### config.mk
export PLATFORM = sky130hd
export DESIGN_NAME = eplc_top
export DESIGN_NICKNAME = d
export VERILOG_FILES = /design/src/hw/eplc_pkg.sv /design/src/hw/eplc_smp_if.sv /design/src/hw/eplc_eye_ser.sv /design/src/hw/eplc_ring_det.sv /design/src/hw/eplc_top.sv
export SDC_FILE = /design/constraint.sdc
export NUM_CORES = 1
export LEC_CHECK = 0
export BUFFER_PORTS_ARGS = -buffer_cell sky130_fd_sc_hd__clkbuf_2
export CELL_PAD_IN_SITES_DETAIL_PLACEMENT = 1
export CELL_PAD_IN_SITES_GLOBAL_PLACEMENT = 1
export CORE_MARGIN = 1.5
export CORE_UTILIZATION = 47
export CTS_CLUSTER_DIAMETER = 120
export DETAILED_ROUTE_END_ITERATION = 16
export PLACE_DENSITY = 0.91
export SLEW_MARGIN = 0
export SYNTH_ARGS = -nofsm -noshare
export SYNTH_HDL_FRONTEND = slang
export SYNTH_SLANG_ARGS = --single-unit
### constraint.sdc
create_clock -name REF_CLK -period 3.8 [get_ports REF_CLK]
set_input_delay 0.19 -clock REF_CLK [delete_from_list [all_inputs] [get_ports REF_CLK]]
set_output_delay 0.19 -clock REF_CLK [all_outputs]
set_load 0.02 [all_outputs]
### src/hw/eplc_pkg.sv
// Purpose: Shared constants for the eye pattern and line control block
// Assumes: REF_CLK at 250 MHz
// Notes on behaviour
// - Each sample leaves as two 15-bit words, horizontal first, vertical right after.
// - Words go MSB first with seven leading zeros and eight coordinate bits.
// - Serial bits change on the falling shift clock so they are stable at its rising edge.
// - The shift clock is a free-running 288 kHz output.
// - A load strobe output tells the converters when both words are complete.
// - Ring pulse trains between 15 Hz and 68 Hz count as ringing, shown on the alert output and flag.
// - Software can reprogram the accepted ring period limits.
// - The alert output is low while ringing and high otherwise.
// - Relay one follows its control bit.
// - With caller-id enabled, a calling number message closes relay one.
// - Relay two follows its control bit.
// - Speaker monitor on/off and one of three attenuation levels come from control bits.
package eplc_pkg;
  // ----------------------------------------------------------------
  // Timing
  // ----------------------------------------------------------------
  localparam int          CLK_HZ        = 250_000_000;
  localparam int          EYE_CLK_HZ    = 288_000;
  localparam logic [8:0]  EYE_HALF_CYC  = 9'(CLK_HZ / (2 * EYE_CLK_HZ));
  localparam int          RING_MIN_HZ   = 15;
  localparam int          RING_MAX_HZ   = 68;
  localparam logic [24:0] RING_PER_MAX  = 25'(CLK_HZ / RING_MIN_HZ);
  localparam logic [24:0] RING_PER_MIN  = 25'((CLK_HZ + RING_MAX_HZ - 1) / RING_MAX_HZ);
  localparam logic [1:0]  RING_HITS     = 2'h2;
  // ----------------------------------------------------------------
  // Eye frame layout
  // ----------------------------------------------------------------
  localparam int          WORD_BITS     = 15;
  localparam int          COORD_BITS    = 8;
  localparam logic [4:0]  LAST_SLOT     = 5'h1d;
  // ----------------------------------------------------------------
  // Registers
  // ----------------------------------------------------------------
  localparam logic [7:0]  REG_CTRL      = 8'h00;
  localparam logic [7:0]  REG_STATUS    = 8'h04;
  localparam logic [7:0]  REG_RING_MIN  = 8'h08;
  localparam logic [7:0]  REG_RING_MAX  = 8'h0c;
  localparam logic [31:0] CTRL_RST      = 32'h0000_0040;
  localparam int          CB_RELAY_ONE  = 0;
  localparam int          CB_RELAY_TWO  = 1;
  localparam int          CB_CALLID     = 2;
  localparam int          CB_MON_ON     = 3;
  localparam int          CB_ATTEN_LO   = 4;
  localparam int          CB_EYE_EN     = 6;
endpackage

### src/hw/eplc_smp_if.sv
// Purpose: Coordinate sample stream between buffer and serialiser
// Assumes: Valid/ready handshake, transfer when both high
// Notes: One sample is one horizontal and one vertical coordinate
`timescale 1ns/1ps
interface eplc_smp_if #(parameter int W = 8);
  logic         valid;
  logic         ready;
  logic [W-1:0] horiz;
  logic [W-1:0] vert;
  modport src (output valid, output horiz, output vert, input ready);
  modport snk (input valid, input horiz, input vert, output ready);
endinterface

### src/hw/eplc_eye_ser.sv
// Purpose: Eye pattern serialiser with free-running shift clock
// Assumes: Clock enable freezes everything
// Notes: A sample is taken only at a falling shift-clock edge
`timescale 1ns/1ps
module eplc_eye_ser (
  input  wire logic clk,
  input  wire logic arst_n,
  input  wire logic ce,
  eplc_smp_if.snk   smp,
  output logic      ser_out,
  output logic      sclk,
  output logic      strobe,
  output logic      busy
);
  import eplc_pkg::*;
  typedef enum logic [1:0] {ST_IDLE, ST_SHIFT, ST_STROBE} eplc_ser_st_t;
  eplc_ser_st_t st_r, st_nxt;
  logic [8:0]   div_r, div_nxt;
  logic         sclk_r, sclk_nxt, ser_r, ser_nxt, stb_r, stb_nxt, fall;
  logic [4:0]   slot_r, slot_nxt;
  logic [29:0]  sh_r, sh_nxt, frame, chk_r;
  // ----------------------------------------------------------------
  // Next state
  // ----------------------------------------------------------------
  // Data moves only when the shift clock falls, half a period before the receiver samples
  always_comb begin
    frame = {7'h00, smp.horiz, 7'h00, smp.vert};
    fall = (div_r == EYE_HALF_CYC - 9'h001) && sclk_r;
    div_nxt = fall || (div_r == EYE_HALF_CYC - 9'h001) ? 9'h000 : div_r + 9'h001;
    sclk_nxt = (div_r == EYE_HALF_CYC - 9'h001) ? !sclk_r : sclk_r;
    st_nxt = st_r;
    slot_nxt = slot_r;
    sh_nxt = sh_r;
    ser_nxt = ser_r;
    stb_nxt = stb_r;
    smp.ready = ce && fall && (st_r != ST_SHIFT);
    if (fall) begin
      case (st_r)
        ST_SHIFT: begin
          if (slot_r == LAST_SLOT) begin
            st_nxt = ST_STROBE;
            ser_nxt = 1'b0;
            stb_nxt = 1'b1;
          end else begin
            slot_nxt = slot_r + 5'h01;
            ser_nxt = sh_r[29];
            sh_nxt = {sh_r[28:0], 1'b0};
          end
        end
        default: begin
          stb_nxt = 1'b0;
          ser_nxt = 1'b0;
          st_nxt = ST_IDLE;
          if (smp.valid) begin
            st_nxt = ST_SHIFT;
            slot_nxt = 5'h00;
            ser_nxt = frame[29];
            sh_nxt = {frame[28:0], 1'b0};
          end
        end
      endcase
    end
  end
  // Register stage
  always_ff @(posedge clk or negedge arst_n) begin
    if (!arst_n) begin
      st_r <= ST_IDLE;
      div_r <= 9'h000;
      sclk_r <= 1'b1;
      slot_r <= 5'h00;
      sh_r <= 30'h0;
      ser_r <= 1'b0;
      stb_r <= 1'b0;
      chk_r <= 30'h0;
    end else if (ce) begin
      st_r <= st_nxt;
      div_r <= div_nxt;
      sclk_r <= sclk_nxt;
      slot_r <= slot_nxt;
      sh_r <= sh_nxt;
      ser_r <= ser_nxt;
      stb_r <= stb_nxt;
      if (smp.ready && smp.valid) begin
        chk_r <= frame;
      end
    end
  end
  assign ser_out = ser_r;
  assign sclk = sclk_r;
  assign strobe = stb_r;
  assign busy = (st_r == ST_SHIFT);
  // ----------------------------------------------------------------
  // Checks
  // ----------------------------------------------------------------
  a_word_bit_order: assert property (@(posedge clk) disable iff (!arst_n)
    st_r == ST_SHIFT |-> ser_r == chk_r[5'd29 - slot_r])
    else $error("serial bit does not match captured frame");
  a_lead_zeros: assert property (@(posedge clk) disable iff (!arst_n)
    st_r == ST_SHIFT && (slot_r < 5'd7 || (slot_r >= 5'd15 && slot_r < 5'd22)) |-> !ser_r)
    else $error("leading word bit not zero");
  a_data_at_fall: assert property (@(posedge clk) disable iff (!arst_n)
    $changed(ser_r) |-> $fell(sclk_r))
    else $error("serial data moved away from falling clock");
  a_strobe_alone: assert property (@(posedge clk) disable iff (!arst_n)
    stb_r |-> st_r == ST_STROBE && !ser_r && slot_r == LAST_SLOT)
    else $error("strobe outside its slot");
endmodule

### src/hw/eplc_ring_det.sv
// Purpose: Ring pulse frequency detector
// Assumes: Pin is asynchronous to clk
// Notes: Two in-range periods in a row declare ringing
`timescale 1ns/1ps
module eplc_ring_det (
  input  wire logic        clk,
  input  wire logic        arst_n,
  input  wire logic        ce,
  input  wire logic        pin,
  input  wire logic [24:0] min_per,
  input  wire logic [24:0] max_per,
  output logic             ringing
);
  import eplc_pkg::*;
  logic [2:0]  sy_r;
  logic        lvl_r, lvl_nxt, edge_in, ring_r, ring_nxt;
  logic [24:0] per_r, per_nxt;
  logic [1:0]  hit_r, hit_nxt;
  // Period measured between rising edges; a change counts once stages two and three agree
  always_comb begin
    lvl_nxt = (sy_r[1] == sy_r[2]) ? sy_r[2] : lvl_r;
    edge_in = lvl_nxt && !lvl_r;
    per_nxt = (per_r > max_per) ? per_r : per_r + 25'h1;
    hit_nxt = hit_r;
    if (edge_in) begin
      per_nxt = 25'h0;
      if (per_r >= min_per && per_r <= max_per) begin
        hit_nxt = (hit_r == RING_HITS) ? RING_HITS : hit_r + 2'h1;
      end else begin
        hit_nxt = 2'h0;
      end
    end else if (per_r > max_per) begin
      hit_nxt = 2'h0;
    end
    ring_nxt = (hit_nxt == RING_HITS);
  end
  // Register stage
  always_ff @(posedge clk or negedge arst_n) begin
    if (!arst_n) begin
      sy_r <= 3'h0;
      lvl_r <= 1'b0;
      per_r <= 25'h1ffffff;
      hit_r <= 2'h0;
      ring_r <= 1'b0;
    end else if (ce) begin
      sy_r <= {sy_r[1:0], pin};
      lvl_r <= lvl_nxt;
      per_r <= per_nxt;
      hit_r <= hit_nxt;
      ring_r <= ring_nxt;
    end
  end
  assign ringing = ring_r;
  a_ring_timeout: assert property (@(posedge clk) disable iff (!arst_n)
    ce && per_r > max_per && !edge_in |=> !ring_r)
    else $error("ringing held past longest period");
endmodule

### src/hw/eplc_top.sv
// Purpose: Eye pattern output and line control top level
// Assumes: Register port master per plain strobe protocol, same clock
// Notes: Relay pins are open drain, enable low while driving
`timescale 1ns/1ps
module eplc_top #(
  parameter logic [24:0] RING_MIN_CYC = eplc_pkg::RING_PER_MIN,
  parameter logic [24:0] RING_MAX_CYC = eplc_pkg::RING_PER_MAX
) (
  input  wire logic                       REF_CLK,
  input  wire logic                       ARST_N,
  input  wire logic                       CE,
  input  wire logic [7:0]                 REG_ADDR,
  input  wire logic [31:0]                REG_WDATA,
  input  wire logic                       REG_WR,
  input  wire logic                       REG_RD,
  output logic [31:0]                     REG_RDATA,
  input  wire logic                       SMP_VALID,
  output logic                            SMP_READY,
  input  wire logic [eplc_pkg::COORD_BITS-1:0] SMP_HORIZ,
  input  wire logic [eplc_pkg::COORD_BITS-1:0] SMP_VERT,
  input  wire logic                       CND_DETECT,
  input  wire logic                       RING_PULSE_INPUT,
  output logic                            EYE_SERIAL_OUT,
  output logic                            EYE_SHIFT_CLOCK,
  output logic                            EYE_LOAD_STROBE,
  output logic                            LINE_ALERT_OUT,
  output logic                            RELAY_ONE_DRIVE_O,
  output logic                            RELAY_ONE_DRIVE_OE_N,
  output logic                            RELAY_TWO_DRIVE_O,
  output logic                            RELAY_TWO_DRIVE_OE_N,
  output logic                            MONITOR_ON,
  output logic [1:0]                      MONITOR_ATTEN
);
  import eplc_pkg::*;
  // ----------------------------------------------------------------
  // Declarations
  // ----------------------------------------------------------------
  logic [31:0] ctrl_r, ctrl_nxt, rdata_r, rdata_nxt;
  logic [24:0] min_r, min_nxt, max_r, max_nxt;
  logic        cnd_r, cnd_nxt, ringing, eye_busy;
  logic        r1_r, r1_nxt, r2_r, r2_nxt, alert_r, alert_nxt;
  logic        mon_r, mon_nxt;
  logic [1:0]  att_r, att_nxt;
  logic [COORD_BITS-1:0] bh_r [2];
  logic [COORD_BITS-1:0] bv_r [2];
  logic [COORD_BITS-1:0] bh_nxt [2];
  logic [COORD_BITS-1:0] bv_nxt [2];
  logic        wp_r, wp_nxt, rp_r, rp_nxt;
  logic [1:0]  cnt_r, cnt_nxt;
  logic        push, pop;

  eplc_smp_if #(.W(COORD_BITS)) smp ();

  // ----------------------------------------------------------------
  // Register port
  // ----------------------------------------------------------------
  // Writes land the same cycle; read data is held for exactly one cycle after the strobe
  always_comb begin
    ctrl_nxt = ctrl_r;
    min_nxt = min_r;
    max_nxt = max_r;
    rdata_nxt = 32'h0;
    if (REG_WR) begin
      case (REG_ADDR)
        REG_CTRL:     ctrl_nxt = REG_WDATA & 32'h0000_007f;
        REG_RING_MIN: min_nxt = REG_WDATA[24:0];
        REG_RING_MAX: max_nxt = REG_WDATA[24:0];
        default:      ctrl_nxt = ctrl_r;
      endcase
    end
    if (REG_RD) begin
      case (REG_ADDR)
        REG_CTRL:     rdata_nxt = ctrl_r;
        REG_STATUS:   rdata_nxt = {27'h0, cnt_r == 2'h2, eye_busy, r2_r, r1_r, ringing};
        REG_RING_MIN: rdata_nxt = {7'h0, min_r};
        REG_RING_MAX: rdata_nxt = {7'h0, max_r};
        default:      rdata_nxt = 32'h0;
      endcase
    end
  end

  // Register stage for the software-visible state
  always_ff @(posedge REF_CLK or negedge ARST_N) begin
    if (!ARST_N) begin
      ctrl_r <= CTRL_RST;
      min_r <= RING_MIN_CYC;
      max_r <= RING_MAX_CYC;
      rdata_r <= 32'h0;
    end else if (CE) begin
      ctrl_r <= ctrl_nxt;
      min_r <= min_nxt;
      max_r <= max_nxt;
      rdata_r <= rdata_nxt;
    end
  end
  assign REG_RDATA = rdata_r;

  // ----------------------------------------------------------------
  // Two-entry sample buffer
  // ----------------------------------------------------------------
  // Two entries let a new sample wait while a full frame is still shifting out
  always_comb begin
    push = SMP_VALID && (cnt_r != 2'h2);
    pop = smp.valid && smp.ready;
    bh_nxt = bh_r;
    bv_nxt = bv_r;
    wp_nxt = wp_r;
    rp_nxt = rp_r;
    if (push) begin
      bh_nxt[wp_r] = SMP_HORIZ;
      bv_nxt[wp_r] = SMP_VERT;
      wp_nxt = !wp_r;
    end
    if (pop) begin
      rp_nxt = !rp_r;
    end
    cnt_nxt = 2'(cnt_r + {1'b0, push} - {1'b0, pop});
  end

  // Register stage for the buffer
  always_ff @(posedge REF_CLK or negedge ARST_N) begin
    if (!ARST_N) begin
      bh_r[0] <= '0;
      bh_r[1] <= '0;
      bv_r[0] <= '0;
      bv_r[1] <= '0;
      wp_r <= 1'b0;
      rp_r <= 1'b0;
      cnt_r <= 2'h0;
    end else if (CE) begin
      bh_r <= bh_nxt;
      bv_r <= bv_nxt;
      wp_r <= wp_nxt;
      rp_r <= rp_nxt;
      cnt_r <= cnt_nxt;
    end
  end

  // A cleared eye enable holds samples back; the buffer then fills and stalls the source
  assign SMP_READY = CE && (cnt_r != 2'h2);
  assign smp.valid = (cnt_r != 2'h0) && ctrl_r[CB_EYE_EN];
  assign smp.horiz = bh_r[rp_r];
  assign smp.vert = bv_r[rp_r];

  // ----------------------------------------------------------------
  // Serialiser and ring detector
  // ----------------------------------------------------------------
  eplc_eye_ser u_ser (
    .clk     (REF_CLK),
    .arst_n  (ARST_N),
    .ce      (CE),
    .smp     (smp.snk),
    .ser_out (EYE_SERIAL_OUT),
    .sclk    (EYE_SHIFT_CLOCK),
    .strobe  (EYE_LOAD_STROBE),
    .busy    (eye_busy)
  );

  eplc_ring_det u_ring (
    .clk     (REF_CLK),
    .arst_n  (ARST_N),
    .ce      (CE),
    .pin     (RING_PULSE_INPUT),
    .min_per (min_r),
    .max_per (max_r),
    .ringing (ringing)
  );

  // ----------------------------------------------------------------
  // Line control outputs
  // ----------------------------------------------------------------
  // The caller-id latch clears only with its enable, and a cleared enable wins over a message in the same cycle
  always_comb begin
    cnd_nxt = ctrl_r[CB_CALLID] && (CND_DETECT || cnd_r);
    r1_nxt = ctrl_r[CB_RELAY_ONE] || cnd_nxt;
    r2_nxt = ctrl_r[CB_RELAY_TWO];
    alert_nxt = !ringing;
    mon_nxt = ctrl_r[CB_MON_ON];
    // Code 3 is not a level of its own and maps to the strongest one
    att_nxt = (ctrl_r[CB_ATTEN_LO +: 2] == 2'h3) ? 2'h2 : ctrl_r[CB_ATTEN_LO +: 2];
  end

  // Register stage for the pins
  always_ff @(posedge REF_CLK or negedge ARST_N) begin
    if (!ARST_N) begin
      cnd_r <= 1'b0;
      r1_r <= 1'b0;
      r2_r <= 1'b0;
      alert_r <= 1'b1;
      mon_r <= 1'b0;
      att_r <= 2'h0;
    end else if (CE) begin
      cnd_r <= cnd_nxt;
      r1_r <= r1_nxt;
      r2_r <= r2_nxt;
      alert_r <= alert_nxt;
      mon_r <= mon_nxt;
      att_r <= att_nxt;
    end
  end
  // Relays pull low when active and float otherwise
  assign RELAY_ONE_DRIVE_O = 1'b0;
  assign RELAY_ONE_DRIVE_OE_N = !r1_r;
  assign RELAY_TWO_DRIVE_O = 1'b0;
  assign RELAY_TWO_DRIVE_OE_N = !r2_r;
  assign LINE_ALERT_OUT = alert_r;
  assign MONITOR_ON = mon_r;
  assign MONITOR_ATTEN = att_r;

  // ----------------------------------------------------------------
  // Checks
  // ----------------------------------------------------------------
  a_relay_one_follow: assert property (@(posedge REF_CLK) disable iff (!ARST_N)
    CE && ctrl_r[CB_RELAY_ONE] |=> !RELAY_ONE_DRIVE_OE_N)
    else $error("relay one not driven");
  a_relay_two_follow: assert property (@(posedge REF_CLK) disable iff (!ARST_N)
    CE |=> RELAY_TWO_DRIVE_OE_N == !$past(ctrl_r[CB_RELAY_TWO]))
    else $error("relay two does not follow control");
  a_callid_close: assert property (@(posedge REF_CLK) disable iff (!ARST_N)
    CE && ctrl_r[CB_CALLID] && CND_DETECT ##1 CE && ctrl_r[CB_CALLID] |=> !RELAY_ONE_DRIVE_OE_N)
    else $error("caller id did not close relay one");
  a_alert_level: assert property (@(posedge REF_CLK) disable iff (!ARST_N)
    CE |=> LINE_ALERT_OUT == !$past(ringing))
    else $error("alert output not inverse of ringing");
  a_atten_levels: assert property (@(posedge REF_CLK) disable iff (!ARST_N)
    MONITOR_ATTEN != 2'h3)
    else $error("attenuation outside three levels");
  a_strobe_load: assert property (@(posedge REF_CLK) disable iff (!ARST_N)
    $rose(EYE_LOAD_STROBE) |-> !eye_busy && $past(eye_busy))
    else $error("strobe not right after a frame");
  // An accepted sample with no pop must grow the count, so a lost push shows up here
  a_buffer_bound: assert property (@(posedge REF_CLK) disable iff (!ARST_N)
    CE && SMP_VALID && SMP_READY && !(smp.valid && smp.ready) |=> cnt_r == $past(cnt_r) + 2'h1)
    else $error("buffer count missed an accepted sample");
endmodule

==> results.ini, run 1 <==
[pwr]
irDropWorstVdd_v = 0.000283
p_int_mw = 4.43
cellPowerDensity_nw_per_um2 = 528
switching_share_pct = 32.3
pwr-share-comb_pct = 21.6
clkPwrFrac_pct = 36.4
switchingPower_mw = 2.11
pwr-share-seq_pct = 42.1
cellLeakagePower_nw = 5.86

[finish]
final_core_util_pct = 56.7
nNetsFinal = 1250
stdcell_area_um2 = 12400
nFillCells = 2339
areaGrowthSynthToFinish_pct = 18.5
diodes = 0
drive_gt1_share_pct = 25.5
final_cells = 1423
multiInputGateArea_um2 = 4700
regArea_um2 = 5170

[place]
hpwl_um = 20500
postPlaceCellArea_um2 = 11200
placedCellCount = 1339
gp_congestion = 0.785
portBuffers = 91

[clock_network]
htree_levels = 1
cts_tree = done
cts-buffers-inserted = 23
cts-resized-gates = 0
cts_root_buffer = clkbuf_16
cts_sinks = 204
clockBufferDepth = 3
clk_latency_ns = 0.53
clk_pin_slew_ns = 0.08

[global_routing]
grt_pass1_wl_um = 57800
grt_usage_pct = 32.0
grt_max_degree = 113
grt_antenna_before_repair = 0
grt_pass1_vias = 9834
overflow = 0

[critical_path]
worstPathRequired_ns = 4.23
max_stage_delay_ns = 0.64
crit_chain = ha_1 -> a21oi_1 -> o21ai_0 -> a2111oi_0 -> buf_4 -> o2111ai_2 -> and2_1 -> or4_1 -> a21oi_1
cpMostUsedCell = a21oi_1
r2r_slack_ns = 0.18
crit_start = u_ring.per_r[2]
crit_slowest_cell = dfstp_2
start_kind = flip-flop
critical_path_class = flip-flop to flip-flop
cp_max_fo = 11
end_kind = flip-flop
r2r_start = u_ring.per_r[2]
arrival_ns = 4.05

[flow_run]
cap_violations = 0

[timing]
rsz0062_at_grt = no
finalSetupViolations = 0
skew_ns = 0.0282
hold_viol = 0
slew-limit-headroom_pct = 29.1
max_freq_mhz = 277
slew_viol_final = 0
hold_slack_ns = 0.147
worst_slew_pin_slew_ns = 1.06
min_period_ns = 3.62
fin_crit_sh_pct = 95.2
setup_tns_ns = 0

[synth]
synthMostInstantiatedCell = dfrtp_1
syn_area_um2 = 10400
postSynthCellCount = 997
syn_area_per_cell_um2 = 10.5
yosysWarnings = 0
ys_ff_latch = 204
ys.flop_type = dfrtp_1
yosys-top-cells-count = 153 x dfrtp_1, 103 x nand2_1, 95 x inv_1, 74 x mux2_2, 63 x o21ai_0
yosys-top-cells-area = dfrtp_1 37%, dfstp_2 13%, mux2_2 8.0%
synth_top_area_cell = dfrtp_1
ys_async_sr_fraction_pct = 100
ys_seq_area_share_pct = 49.5
synth_top_area_share_pct = 36.7
ys_types = 57
synth-edff-count = 0

[drt]
antenna_left = 0
wl_per_cell_um = 25.8
dr.pass1.iters = 5
drc_errors = 0
avgViaCountPerCell = 6.09
wl_um = 36700
drt_iter0_markers = 623
num_vias = 8667

[floorplan]
die_w_um = 152
rows = 54
core_area_um2 = 21800
start_util_pct = 47.9
die_h_um = 152
dieArea_um2 = 23100
ios = 108

[worst_hold_path]
hp-start = SMP_VALID
hp-class = primary input to flip-flop

[status]
outcome = finished clean

==> sequential cells by signal (all words and copies together) (netlist names), 3 cells and up <==
name / flops
max_r: 25
ctrl_r: 7
u_ser.div_r: 9
REG_RDATA: 25
u_ring.sy_r: 3
bh_r: 16
bv_r: 16
min_r: 25
u_ser.sh_r: 29
u_ser.slot_r: 5
u_ring.per_r: 25
==> what timing repair did <==
item	CTS	global route
hold buffers	44	0
setup buffers	0	0
hold endpoints to repair	167	0
==> metrics by stage <==
step	power (mW)	setup WS (ns)
after floorplan	3.53	1.14
after global placement	3.81	0.785
after detailed placement	3.97	0.593
after CTS	6.40	0.307
after global routing	6.72	0.110
final	6.54	0.184
==> worst paths after layout <==
| check | depth (start not counted) | endpoint |
|---|---|---|
| min | 4 | wp_r |
| max in group asynchronous | 3 | max_r[20] |
| max reg2reg | 9 | u_ring.per_r[13] |
| min reg2reg | 2 | u_ser.sh_r[28] |
| max | 9 | u_ring.per_r[13] |
| min in group asynchronous | 2 | u_ser.div_r[7] |
==> layout make-up <==
cell class,instances,share of cell area [%]
clock buffer,33,5.20
clock inverter,7,0.920
inverter,95,2.88
multi-input combinational,651,38.0
sequential,204,41.8
tap,280,2.83
timing repair buffer,153,8.40
==> power groups by stage <==
stage	Clock, mW	Sequential, mW	Combinational (mW)
floorplan	0	2.65	0.875
global placement	0	2.69	1.12
detailed placement	0	2.74	1.23
CTS	2.33	2.72	1.35
global route	2.46	2.78	1.49
finish	2.38	2.75	1.41
==> kinds of logic (layout without fill, tap and decap cells) <==
| family | Yosys count | in the layout | share of synthesized area, % |
|---|---|---|---|
| other cells | 1 | 9 | 0.0359 |
| simple gates | 264 | 264 | 12.2 |
| flops | 204 | 204 | 49.5 |
| fa+ha+maj | 58 | 58 | 6.95 |
| buf+inv | 150 | 288 | 5.92 |
| compound gates | 178 | 178 | 10.7 |
| xor+xnor | 29 | 29 | 2.43 |
| mux | 113 | 113 | 12.3 |
==> cells in the final DEF (no fill, tap or decap), drive strengths merged, types with 4 or more instances in the layout <==
master,count
and4,4
nor2,59
a21oi,48
a22o,4
xor2,8
dfstp,51
and2,5
mux4,5
ha,58
nor3,6
a211oi,9
xnor2,21
dfrtp,153
buf,18
a2111oi,6
a21o,9
mux2,74
nand2,103
nor2b,7
mux2i,34
nand2b,8
o22ai,20
o21ai,64
conb,9
inv,96
clkbuf,124
nand4,25
dlygate4sd3,44
nand3,36
==> per-layer routing <==
layer	share of wire [%]	global-route usage [%]
met4	5.9	18.1
met1	38	36.8
met3	5.7	5.08
met5	0	0
met2	51	56.5
==> critical path, delay by kind of cell (launching register included) <==
family,cells,cell delay (ns)
AOI/OAI and AO/OA,5,1.45
and+or+nand+nor,2,0.92
DFF,1,0.64
adders and majority gates,1,0.29
buffers and inverters,1,0.22
Note: power is estimated with default switching activity, not from simulation.
==> run 2, diff against run 1 <==
Settings changed: CORE_UTILIZATION 47 to 51, PLACE_DENSITY 0.91 to 0.95.
Clock period 3.8 ns to 4.4 ns, I/O delays scaled along.
==> run 2 against run 1 <==
Worst setup slack improved by 0.62 ns. Power fell by 16%. Critical path depth fell by 1.
==> results.ini, run 2 (synthesis results as in run 1) <==
[worst_hold_path]
hp-class = primary input to flip-flop
hp-start = REG_WDATA[14]
min_to = max_r[14]
whs_path_depth = 2  ; -2

[clock_network]
cts-buffers-inserted = 23  ; unchanged
cts_sinks = 204  ; unchanged
clockBufferDepth = 3  ; unchanged
cts_tree = done
cts_setup_buffers = 0  ; unchanged
clk_latency_ns = 0.52  ; about the same
cts_root_buffer = clkbuf_16
clk_pin_slew_ns = 0.07  ; about the same
htree_levels = 1  ; unchanged

[global_routing]
grt_pass1_vias = 9786  ; -0.49%
overflow = 0  ; unchanged
grt_max_degree = 101  ; -11%
grt_pass1_wl_um = 58500  ; +1.3%
grt_usage_pct = 35.6  ; +3.6 points
grt_antenna_before_repair = 0  ; unchanged

[critical_path]
worstPathRequired_ns = 4.84  ; +0.61 ns
crit_slowest_cell = a2111oi_0
end_kind = flip-flop
max_stage_delay_ns = 0.62  ; -0.02 ns
cpMostUsedCell = a21oi_1
reg2reg_to = u_ring.per_r[13]
crit_chain = ha_1 -> a21oi_1 -> o21ai_0 -> a2111oi_0 -> o2111ai_2 -> and2_1 -> or4_1 -> a21oi_1
critical_path_class = flip-flop to flip-flop
reg2reg_depth = 8  ; -1
r2r_start = u_ring.per_r[4]
cp_max_fo = 11  ; unchanged
start_kind = flip-flop
r2r_slack_ns = 0.80  ; +0.62 ns
arrival_ns = 4.04  ; about the same

[timing]
setup_tns_ns = 0  ; unchanged
min_period_ns = 3.60  ; -0.0154 ns
finalSetupViolations = 0  ; unchanged
worst_slew_pin_slew_ns = 1.03  ; -0.0326 ns
rsz0062_at_grt = no
slew-limit-headroom_pct = 31.1  ; +2.0 points
slew_viol_final = 0  ; unchanged
hold_viol = 0  ; unchanged
fin_crit_sh_pct = 81.8  ; -13 points
max_freq_mhz = 278  ; +0.43%
skew_ns = 0.0194  ; -0.00883 ns

[floorplan]
rows = 52  ; -3.7%
core_area_um2 = 20200  ; -7.6%
dieArea_um2 = 21400  ; -7.7%
start_util_pct = 51.8  ; +3.9 points
die_w_um = 146  ; -3.9%
die_h_um = 146  ; -3.9%
ios = 108  ; unchanged

[finish]
nFillCells = 2183  ; -6.7%
final_cell_mix = 153 x dfrtp_1, 103 x nand2_1, 95 x inv_1, 90 x clkbuf_2, 74 x mux2_2
final_core_util_pct = 60.7  ; +4.0 points
regMostFlops = u_ser.sh_r
mostFrequentLayoutCell = dfrtp_1
largest_reg_flops = 29  ; unchanged
areaGrowthSynthToFinish_pct = 17.2
diodes = 0  ; unchanged
nNetsFinal = 1241  ; -0.72%
drive_gt1_share_pct = 25.3  ; -0.26 points

[drt]
wl_um = 37400  ; +1.8%
avgViaCountPerCell = 6.25  ; +2.7%
wl_per_cell_um = 26.6  ; +3.1%
drc_errors = 0  ; unchanged
dr.pass1.iters = 5  ; unchanged
drt_iter0_markers = 880  ; +41%
num_vias = 8788  ; +1.4%
antenna_left = 0  ; unchanged

[place]
hpwl_um = 20800  ; +1.5%
portBuffers = 91  ; unchanged
gp_congestion = 0.834  ; +6.2%

[flow_run]
cap_violations = 0  ; unchanged

[pwr]
cellLeakagePower_nw = 5.80  ; -1.1%
cellPowerDensity_nw_per_um2 = 448  ; -15%
irDropWorstVdd_v = 0.000449  ; +58%

[status]
outcome = finished clean

[run 2: cell types whose count changed in the layout (fill, tap and decap cells not counted), sizes merged]
cell,previous run,this run
inv,96,95
buf,18,13
dlygate4sd3,44,40
clkbuf,124,126
clkinvlp,0,1
clkinv,3,4
bufinv,3,1
[run 2: worst max-delay path, delay by kind of cell (launching register included)]
kind | cells | cell delay (ns)
flops | 1 | 0.61
simple gates | 2 | 0.92
fa+ha+maj | 1 | 0.30
compound gates | 5 | 1.68
[run 2: how the worst max path moves through the flow]
stage / to / from
4_1_cts: u_ring.per_r[13] / u_ring.per_r[4]
6_report: u_ring.per_r[13] / u_ring.per_r[4]
3_3_place_gp: u_ring.per_r[13] / u_ring.per_r[2]
2_1_floorplan: u_ring.per_r[20] / max_r[23]
5_1_grt: u_ring.per_r[13] / u_ring.per_r[4]
3_5_place_dp: u_ring.per_r[13] / u_ring.per_r[4]
[run 2: where the power goes]
part / internal (mW) / switching, mW
clock: 1.09 / 0.837
sequential: 2.14 / 0.232
combinational: 0.472 / 0.719
[run 2: final cells by class]
type                    count  area (µm²)  share of cell area, %
flip-flops and latches    204        5170                   42.2
well taps                 270         338                   2.76
inverters                  95         357                   2.91
clock inverters             6        57.6                  0.470
clock buffers              35         661                   5.39
multi-input cells         651        4700                   38.4
repair buffers            144         962                   7.86
[run 2: stage by stage]
stage                     hold slack, ns  instances  setup slack, ns  area [µm²]  total power, mW
after floorplan                  -0.0756       1005             1.74       10500             3.05
after global placement             0.348       1324             1.12       11100             3.27
after detailed placement           0.348       1324             1.01       11100             3.40
after CTS                        0.00535       1405            0.891       12200             5.37
after global routing              0.0121       1405            0.762       12200             5.65
final                             0.0141       1405            0.799       12200             5.49
[run 2: repair_timing]
action / 4_1_cts / 5_1_grt
endpoints found under the hold margin: 170 / 0
hold buffers: 40 / 0
setup endpoints to repair: 0 / 0
gates resized for setup: 0 / 0
[run 2: layer usage]
layer	up-vias	part of all wire [%]	track usage (%)
li1	3677	-	-
met1	4476	37	41.2
met2	458	51	62.5
met3	177	6.2	6.03
met4	0	6.1	20.2
met5	-	0	0
